===== config.mk =====
export PLATFORM = sky130hd
export DESIGN_NAME = gptbc_top
export DESIGN_NICKNAME = d
export VERILOG_FILES = /design/src/gptbc_pkg.sv /design/src/gptbc_decode.sv /design/src/gptbc_top.sv
export SDC_FILE = /design/constraint.sdc
export NUM_CORES = 1
export LEC_CHECK = 0
export ABC_CLOCK_PERIOD_IN_PS = 1300
export BUFFER_PORTS_ARGS = -buffer_cell sky130_fd_sc_hd__buf_2
export CAP_MARGIN = 20
export CORE_MARGIN = 1
export CORE_UTILIZATION = 25
export CTS_CLUSTER_SIZE = 16
export DETAILED_ROUTE_END_ITERATION = 8
export PLACE_DENSITY_LB_ADDON = 0.25
export SYNTH_ARGS = -nofsm -noshare
export SYNTH_HDL_FRONTEND = slang
export SYNTH_SLANG_ARGS = --single-unit

===== constraint.sdc =====
create_clock -name core_clk -period 1.3 [get_ports core_clk]
set_input_delay 0.065 -clock core_clk [delete_from_list [all_inputs] [get_ports core_clk]]
set_output_delay 0.065 -clock core_clk [all_outputs]
set_load 0.01 [all_outputs]

===== src/gptbc_pkg.sv =====
/*
  Package for the timer B mode and control block: register offsets, field
  positions, reset values and mode encodings.
  Assumes an APB slave with 32-bit data and word-aligned registers.
*/
package gptbc_pkg;
  localparam logic [11:0] OFF_WIDTH_CFG = 12'h000;
  localparam logic [11:0] OFF_SECOND_MODE = 12'h008;
  localparam logic [11:0] OFF_CONTROL = 12'h00c;
  localparam logic [11:0] OFF_STATUS = 12'h010;

  localparam int CFG_LSB = 0;
  localparam int CFG_MSB = 2;
  localparam int SMODE_LSB = 0;
  localparam int SMODE_MSB = 1;
  localparam int SCAP_BIT = 2;
  localparam int SEDGE_LSB = 10;
  localparam int SEDGE_MSB = 11;
  localparam int SFREEZE_BIT = 9;
  localparam int SRUN_BIT = 8;
  localparam int CTL_RSVD_BIT = 7;
  localparam int FPWMINV_BIT = 6;
  localparam int FTRIG_BIT = 5;

  localparam logic [31:0] RESET_WORD = 32'h0000_0000;
  localparam logic [31:0] ZERO_WORD = 32'h0000_0000;
  localparam logic [2:0] CFG_32BIT = 3'h0;
  localparam logic [2:0] CFG_16BIT_MIN = 3'h4;

  typedef enum logic [1:0] {
    GPTBC_MODE_RSVD = 2'b00,
    GPTBC_MODE_ONESHOT = 2'b01,
    GPTBC_MODE_PERIODIC = 2'b10,
    GPTBC_MODE_CAPTURE = 2'b11
  } gptbc_mode_t;

  typedef enum logic [1:0] {
    GPTBC_EDGE_RISE = 2'b00,
    GPTBC_EDGE_FALL = 2'b01,
    GPTBC_EDGE_RSVD = 2'b10,
    GPTBC_EDGE_BOTH = 2'b11
  } gptbc_edge_t;

  typedef struct packed {
    logic oneShot;
    logic periodic;
    logic capture;
    logic captureTime;
    logic riseDetect;
    logic fallDetect;
    logic countEnable;
  } gptbc_ctrl_t;
endpackage


===== src/gptbc_decode.sv =====
/*
  Decoder of the timer B settings into the control strobes the counter uses.
  Assumes the stored register fields are stable between APB writes.
*/
`timescale 1ns/1ps
module gptbc_decode (
  input wire logic [2:0] widthConfiguration,
  input wire logic [1:0] secondTimerModeField,
  input wire logic secondCaptureType,
  input wire logic [1:0] secondEdgeSelect,
  input wire logic secondRunEnable,
  input wire logic secondDebugFreeze,
  input wire logic debugHalt,
  output gptbc_pkg::gptbc_ctrl_t ctrl
);
  wire logic split16 = widthConfiguration >= gptbc_pkg::CFG_16BIT_MIN;
  // In 32-bit configuration the whole second mode register is ignored
  wire logic modeUsed = split16;
  wire logic frozen = debugHalt & secondDebugFreeze;
  assign ctrl.oneShot = modeUsed &
    (secondTimerModeField == gptbc_pkg::GPTBC_MODE_ONESHOT);
  assign ctrl.periodic = modeUsed &
    (secondTimerModeField == gptbc_pkg::GPTBC_MODE_PERIODIC);
  assign ctrl.capture = modeUsed &
    (secondTimerModeField == gptbc_pkg::GPTBC_MODE_CAPTURE);
  assign ctrl.captureTime = modeUsed & secondCaptureType;
  // Reserved edge code detects nothing rather than guessing
  assign ctrl.riseDetect = (secondEdgeSelect == gptbc_pkg::GPTBC_EDGE_RISE) |
    (secondEdgeSelect == gptbc_pkg::GPTBC_EDGE_BOTH);
  assign ctrl.fallDetect = (secondEdgeSelect == gptbc_pkg::GPTBC_EDGE_FALL) |
    (secondEdgeSelect == gptbc_pkg::GPTBC_EDGE_BOTH);
  assign ctrl.countEnable = secondRunEnable & split16 & ~frozen;
endmodule // gptbc_decode


===== src/gptbc_top.sv =====
/*
  Timer B mode and control registers with APB slave, converter trigger gate
  and PWM polarity for timer A.
  Assumes an APB master on core_clk; timer A PWM and trigger come from the
  counter logic outside and the debug halt level from the processor.
*/
// Register access over APB is this design's own decision.
`timescale 1ns/1ps
module gptbc_top (
  input wire logic core_clk,
  input wire logic rst,
  input wire logic psel,
  input wire logic penable,
  input wire logic pwrite,
  input wire logic [11:0] paddr,
  input wire logic [31:0] pwdata,
  output logic [31:0] prdata,
  output logic pready,
  output logic pslverr,
  input wire logic debugHalt,
  input wire logic firstPwmRaw,
  input wire logic firstTriggerRaw,
  output logic firstPwmOut,
  output logic converterTrigger,
  output gptbc_pkg::gptbc_ctrl_t secondCtrl
);
  logic [2:0] widthCfg_q;
  logic [1:0] secondTimerModeField_q;
  logic secondCaptureType_q;
  logic [1:0] secondEdgeSelect_q;
  logic secondDebugFreeze_q;
  logic secondRunEnable_q;
  logic firstPwmInvert_q;
  logic firstConverterTriggerEnable_q;
  logic [31:0] prdata_q;
  logic pslverr_q;
  gptbc_pkg::gptbc_ctrl_t ctrlD;
  gptbc_pkg::gptbc_ctrl_t ctrl_q;
  logic firstPwmOut_q;
  logic converterTrigger_q;

  wire logic access = psel & penable;
  wire logic wrStb = access & pwrite;
  wire logic hitCfg = paddr == gptbc_pkg::OFF_WIDTH_CFG;
  wire logic hitMode = paddr == gptbc_pkg::OFF_SECOND_MODE;
  wire logic hitCtl = paddr == gptbc_pkg::OFF_CONTROL;
  wire logic hitStat = paddr == gptbc_pkg::OFF_STATUS;
  wire logic hitAny = hitCfg | hitMode | hitCtl | hitStat;
  wire logic wrCfg = wrStb & hitCfg;
  wire logic wrMode = wrStb & hitMode;
  wire logic wrCtl = wrStb & hitCtl;

  wire logic [31:0] cfgWord = {29'h0000_0000, widthCfg_q};
  wire logic [31:0] modeWord = {29'h0000_0000, secondCaptureType_q,
    secondTimerModeField_q};
  // Reserved control bit and all unlisted bits read as zero
  wire logic [31:0] ctlWord = {20'h0_0000, secondEdgeSelect_q, secondDebugFreeze_q,
    secondRunEnable_q, 1'b0, firstPwmInvert_q, firstConverterTriggerEnable_q,
    5'h00};
  wire logic [31:0] statWord = {25'h000_0000, ctrl_q};
  wire logic [31:0] rdMux = hitCfg ? cfgWord :
    hitMode ? modeWord :
    hitCtl ? ctlWord :
    hitStat ? statWord : gptbc_pkg::ZERO_WORD;

  gptbc_decode u_decode (
    .widthConfiguration(widthCfg_q),
    .secondTimerModeField(secondTimerModeField_q),
    .secondCaptureType(secondCaptureType_q),
    .secondEdgeSelect(secondEdgeSelect_q),
    .secondRunEnable(secondRunEnable_q),
    .secondDebugFreeze(secondDebugFreeze_q),
    .debugHalt(debugHalt),
    .ctrl(ctrlD)
  );

  always_ff @(posedge core_clk or posedge rst) begin
    if (rst) begin
      widthCfg_q <= gptbc_pkg::CFG_32BIT;
    end else if (wrCfg) begin
      widthCfg_q <= pwdata[gptbc_pkg::CFG_MSB:gptbc_pkg::CFG_LSB];
    end
  end

  always_ff @(posedge core_clk or posedge rst) begin
    if (rst) begin
      secondTimerModeField_q <= gptbc_pkg::GPTBC_MODE_RSVD;
      secondCaptureType_q <= 1'b0;
    end else if (wrMode) begin
      secondTimerModeField_q <= pwdata[gptbc_pkg::SMODE_MSB:gptbc_pkg::SMODE_LSB];
      secondCaptureType_q <= pwdata[gptbc_pkg::SCAP_BIT];
    end
  end

  always_ff @(posedge core_clk or posedge rst) begin
    if (rst) begin
      secondEdgeSelect_q <= gptbc_pkg::GPTBC_EDGE_RISE;
      secondDebugFreeze_q <= 1'b0;
      secondRunEnable_q <= 1'b0;
      firstPwmInvert_q <= 1'b0;
      firstConverterTriggerEnable_q <= 1'b0;
    end else if (wrCtl) begin
      secondEdgeSelect_q <= pwdata[gptbc_pkg::SEDGE_MSB:gptbc_pkg::SEDGE_LSB];
      secondDebugFreeze_q <= pwdata[gptbc_pkg::SFREEZE_BIT];
      secondRunEnable_q <= pwdata[gptbc_pkg::SRUN_BIT];
      firstPwmInvert_q <= pwdata[gptbc_pkg::FPWMINV_BIT];
      firstConverterTriggerEnable_q <= pwdata[gptbc_pkg::FTRIG_BIT];
    end
  end

  // Read data registered at the end of the setup cycle; write to read-only status errors
  always_ff @(posedge core_clk or posedge rst) begin
    if (rst) begin
      prdata_q <= gptbc_pkg::RESET_WORD;
      pslverr_q <= 1'b0;
    end else begin
      prdata_q <= (psel & ~penable & ~pwrite) ? rdMux : prdata_q;
      pslverr_q <= psel & ~penable & (~hitAny | (pwrite & hitStat));
    end
  end

  // Outputs registered so downstream sees one cycle of latency everywhere
  always_ff @(posedge core_clk or posedge rst) begin
    if (rst) begin
      ctrl_q <= '0;
      firstPwmOut_q <= 1'b0;
      converterTrigger_q <= 1'b0;
    end else begin
      ctrl_q <= ctrlD;
      firstPwmOut_q <= firstPwmRaw ^ firstPwmInvert_q;
      converterTrigger_q <= firstTriggerRaw & firstConverterTriggerEnable_q;
    end
  end

  // Setup cycle captures the answer, access phase completes at once
  assign pready = 1'b1;
  assign prdata = prdata_q;
  assign pslverr = access & pslverr_q;
  assign secondCtrl = ctrl_q;
  assign firstPwmOut = firstPwmOut_q;
  assign converterTrigger = converterTrigger_q;

  p_trig_gate: assert property (@(posedge core_clk) disable iff (rst)
    converterTrigger |-> $past(firstTriggerRaw) && $past(firstConverterTriggerEnable_q))
    else $error("Trigger passed while gated");
  p_pwm_inv: assert property (@(posedge core_clk) disable iff (rst)
    ##1 firstPwmOut == ($past(firstPwmRaw) ^ $past(firstPwmInvert_q)))
    else $error("PWM polarity wrong");
  p_rsvd7: assert property (@(posedge core_clk) disable iff (rst)
    ctlWord[gptbc_pkg::CTL_RSVD_BIT] == 1'b0)
    else $error("Reserved control bit not zero");
  p_mode32: assert property (@(posedge core_clk) disable iff (rst)
    (widthCfg_q == gptbc_pkg::CFG_32BIT) |=> !(secondCtrl.oneShot ||
    secondCtrl.periodic || secondCtrl.capture || secondCtrl.captureTime))
    else $error("Mode used in 32-bit configuration");
  p_mode16: assert property (@(posedge core_clk) disable iff (rst)
    (widthCfg_q >= gptbc_pkg::CFG_16BIT_MIN && secondTimerModeField_q ==
    gptbc_pkg::GPTBC_MODE_CAPTURE) |=> secondCtrl.capture)
    else $error("Capture mode not decoded");
  p_freeze: assert property (@(posedge core_clk) disable iff (rst)
    (debugHalt && secondDebugFreeze_q) |=> !secondCtrl.countEnable)
    else $error("Counter runs while frozen");
  p_nohalt: assert property (@(posedge core_clk) disable iff (rst)
    (!debugHalt && secondRunEnable_q && widthCfg_q >= gptbc_pkg::CFG_16BIT_MIN)
    |=> secondCtrl.countEnable)
    else $error("Freeze acted without halt");
  p_edge: assert property (@(posedge core_clk) disable iff (rst)
    (secondEdgeSelect_q == gptbc_pkg::GPTBC_EDGE_BOTH) |=>
    (secondCtrl.riseDetect && secondCtrl.fallDetect))
    else $error("Both-edge select wrong");
  p_wr_ctl: assert property (@(posedge core_clk) disable iff (rst)
    wrCtl |=> secondRunEnable_q == $past(pwdata[gptbc_pkg::SRUN_BIT]))
    else $error("Run enable not written");
  p_captype: assert property (@(posedge core_clk) disable iff (rst)
    (wrMode && widthCfg_q >= gptbc_pkg::CFG_16BIT_MIN) |=> ##1
    secondCtrl.captureTime == $past(pwdata[gptbc_pkg::SCAP_BIT], 2))
    else $error("Capture type not applied");
endmodule // gptbc_top


==> impl_metrics.csv <==
group,metric,value,unit
floorplan,die-area,6812,um^2
floorplan,fp-row-count,28,
yosys,netlist_area,1622,um^2
yosys,synthMuxAreaShare,0.08333,
cells_and_area,regArea,825.8,um^2
cts,clk_pin_slew,0.07,ns
setup_path,start_kind,"primary input",
setup_path,cp_slowest_stage_delay,0.52,ns
sta,fin_skew,0.003706,ns
cts,htree_levels,2,
drt,vias,1255,
yosys,synth.area.top_cells,"dfrtp_1 (51%), buf_4 (10%), mux2_2 (6.3%)",
sta,rsz0062_at_grt,"yes",
yosys,synthAdderAreaFrac,0.01543,
yosys,syn_inst,148,
sta,worst_slack,-0.1975,ns
cts,cts_buffers,5,
power_and_ir_drop,p_int,0.001529,W
cells_and_area,drive_above_1_share,0.4182,
power_and_ir_drop,switching_share,0.2440,
cells_and_area,multi_input_area,725.7,um^2
yosys,synth_xor_xnor_area_share,0.005401,
cells_and_area,final_area,2202,um^2
global_routing,grt_first_pass_wirelength,5782,um
cells_and_area,num_antenna_cells,0,
drt,vias_per_cell,4.254,
sta,slew_violations,0,
floorplan,die_y,82.54,um
yosys,synth_simple_gate_area_frac,0.1651,
min_path,hp-class,"primary input to register",
yosys,ys_ff_latch,33,
setup_path,cp.required,1.47,ns
setup_path,critPathCaptureType,"register",
placed_design,dp_hpwl,2729,um
placed_design,dp_slack,-0.6123,ns
setup_path,crit_arrival,1.66,ns
floorplan,die-width,82.54,um
global_routing,grt_usage,0.1215,
setup_path,cpMaxStageDelayCell,"or4_4",
drt,dr.pass1.iters,4,
floorplan,start_util,0.2660,
floorplan,core-area,6096,um^2
cts,clk_latency,0.28,ns
yosys,ys_seq_area_frac,0.5093,
setup_path,crit_type,"primary input to register",
power_and_ir_drop,power_frac_clock,0.395,
yosys,ys_types,33,
drt,antenna_left,0,
cts,clock_sinks,33,
cts,cts_tree,"built",
cells_and_area,fin_nets,274,
cells_and_area,fillers,618,
placed_design,place.gp.congestion,0.7162,
setup_path,cp_num_buf_inv,1,
setup_path,path_cells,"buf_6 > or4_4 > or3_4 > nor4_4 > mux2_1",
yosys,yosysMostFrequentCell,"dfrtp_1",
sta,setup_violations,15,
yosys,synth_top_family_by_area,"simple AND/OR/NAND/NOR gates",
yosys,synth_area_per_cell,10.96,um^2
cts,clockBufferDepth,2,
power_and_ir_drop,peakVddDrop,470.1,uV
drt,wl,3747,um
cts,root_buffer,"clkbuf_8",
global_routing,grt-ovfl-total,0,
placed_design,port_buffers,49,
yosys,ys.flop_type,"dfrtp_1",
power_and_ir_drop,switching_power,0.0004933,W
sta,fin_crit_sh,1.152,
status,violations,"negative setup slack",
sta,finalHoldViolations,0,
global_routing,grt_antenna_before_repair,0,
drt,drt_iter0_drc,64,
setup_path,crit_family,"simple AND/OR/NAND/NOR gates",
yosys,synth-compound-area-share,0.09414,
floorplan,pin_count,95,
sta,period_minus_slack,1.497,ns
yosys,synth_edf_count,0,
sta,fmax,667.8,MHz
cells_and_area,syn_to_final_growth,35.80,%
setup_path,cp_max_fo,3,
yosys,synthArstFlopShare,1.000,
status,outcome,"finished with violations",
yosys,ys_warn_count,0,
run,drv_cap,0,
global_routing,grt_pass1_vias,1157,
power_and_ir_drop,power_frac_comb,0.095,
power_and_ir_drop,power_frac_seq,0.510,
power_and_ir_drop,power.density,918.2,nW/um^2
drt,wl_per_cell,12.70,um
global_routing,grt_max_degree,34,
yosys,synth_common_cells,"dfrtp_1 (33), buf_4 (22), nand2_1 (19)",
placed_design,dpl_cell_area,1996,um^2
drt,drc,0,
yosys,synth_top_area_frac,0.5093,
yosys,yosysTopAreaCell,"dfrtp_1",
power_and_ir_drop,cellLeakagePower,1.159,nW
[per-layer routing]
metal / vias to the layer above / GRT usage / part of all wire / wire, um
met2: 56 / 0.1934 / 0.47 / 1755
met5: - / 0 / 0 / 0
li1: 610 / - / - / -
met4: 0 / 0.05172 / 0.0099 / 37
met1: 584 / 0.1546 / 0.45 / 1696
met3: 5 / 0.03297 / 0.069 / 259
[timing repair]
item                                    4_1_cts  5_1_grt
cloned                                        0        0
hold buffers                                  4        2
gates resized for setup                       7        6
hold endpoints to repair                     36        2
setup buffers                                 2        2
pin swaps                                     4        1
endpoints found under the setup margin       19       19
[path summary, 6_finish.rpt]
check / start / endpoint / slack [ns] / depth (start not counted)
worst max-delay path: paddr[1] / secondTimerModeField_q[0] / -0.20 / 5
worst min-delay path: pwdata[9] / secondDebugFreeze_q / 0.01 / 2
worst max register to register: secondTimerModeField_q[1] / prdata[1] / 0.22 / 4
worst min register to register: secondDebugFreeze_q / secondCtrl[0] / 0.46 / 1
max in group asynchronous: rst / prdata[6] / 0.59 / 4
min in group asynchronous: rst / prdata[10] / 0.41 / 4
[layout make-up]
cell class | count | area share
clock inverters | 1 | 0.003409
inverters | 6 | 0.01023
clock buffers | 6 | 0.03750
repair buffers | 70 | 0.2017
well taps | 75 | 0.04261
multi-input cells | 104 | 0.3295
flip-flops and latches | 33 | 0.3750
[registers in the layout (all words and copies together) (netlist names), 2 cells and up]
name,count
prdata,11
secondCtrl,7
secondEdgeSelect_q,2
secondTimerModeField_q,2
widthCfg_q,3
[cell families (layout without fill, tap and decap cells)]
kind of cell | Yosys count | in the layout
AND/OR/NAND/NOR | 45 | 45
flip-flops | 33 | 33
buffers and inverters | 31 | 83
AO/OA/AOI/OAI | 22 | 22
multiplexers | 12 | 12
adder cells (fa/ha/maj) | 2 | 2
other | 2 | 22
XOR/XNOR | 1 | 1
[placed cells by master (no fill, tap or decap), types with 2 or more instances in the layout]
cell type      count
a22oi_1            2
a32o_1             3
and2_1             2
and3_1             3
buf_2             48
buf_4             12
buf_6              3
clkbuf_8           6
conb_1            22
dfrtp_1           33
dlygate4sd3_1      6
ha_1               2
inv_1              6
mux2_1             3
mux2_2             6
mux2_4             3
nand2_1           18
nand3_4            2
nor2_1             3
nor2b_1            3
nor3_1             2
o21a_1             3
o21ai_1            5
o22ai_1            3
o31ai_1            2
or4_4              2
[stage by stage]
stage                     instances  TNS [ns]  power, W  utilization  hold slack, ns
after CTS                       292    -1.526  0.002047       0.3553        0.001772
after global placement          280    -9.452  0.001225       0.3274          0.1798
after floorplan                 168    -4.029  0.001181            -          0.1312
after global routing            295    -2.181  0.002128       0.3612        0.004288
after detailed placement        280    -9.226  0.001226       0.3274          0.1783
final                           295    -1.752  0.002022       0.3612         0.01215
[power by group through the flow]
| stage | registers (W) | clock network (W) | logic, W |
|---|---|---|---|
| 2_1_floorplan | 0.00105 | 0 | 0.000129 |
| 3_3_place_gp | 0.00105 | 0 | 0.000174 |
| 3_5_place_dp | 0.00105 | 0 | 0.000175 |
| 4_1_cts | 0.00103 | 0.000827 | 0.000189 |
| 5_1_grt | 0.00103 | 0.000877 | 0.000220 |
| 6_report | 0.00103 | 0.000798 | 0.000193 |
Power figures use the tool's default switching activity.
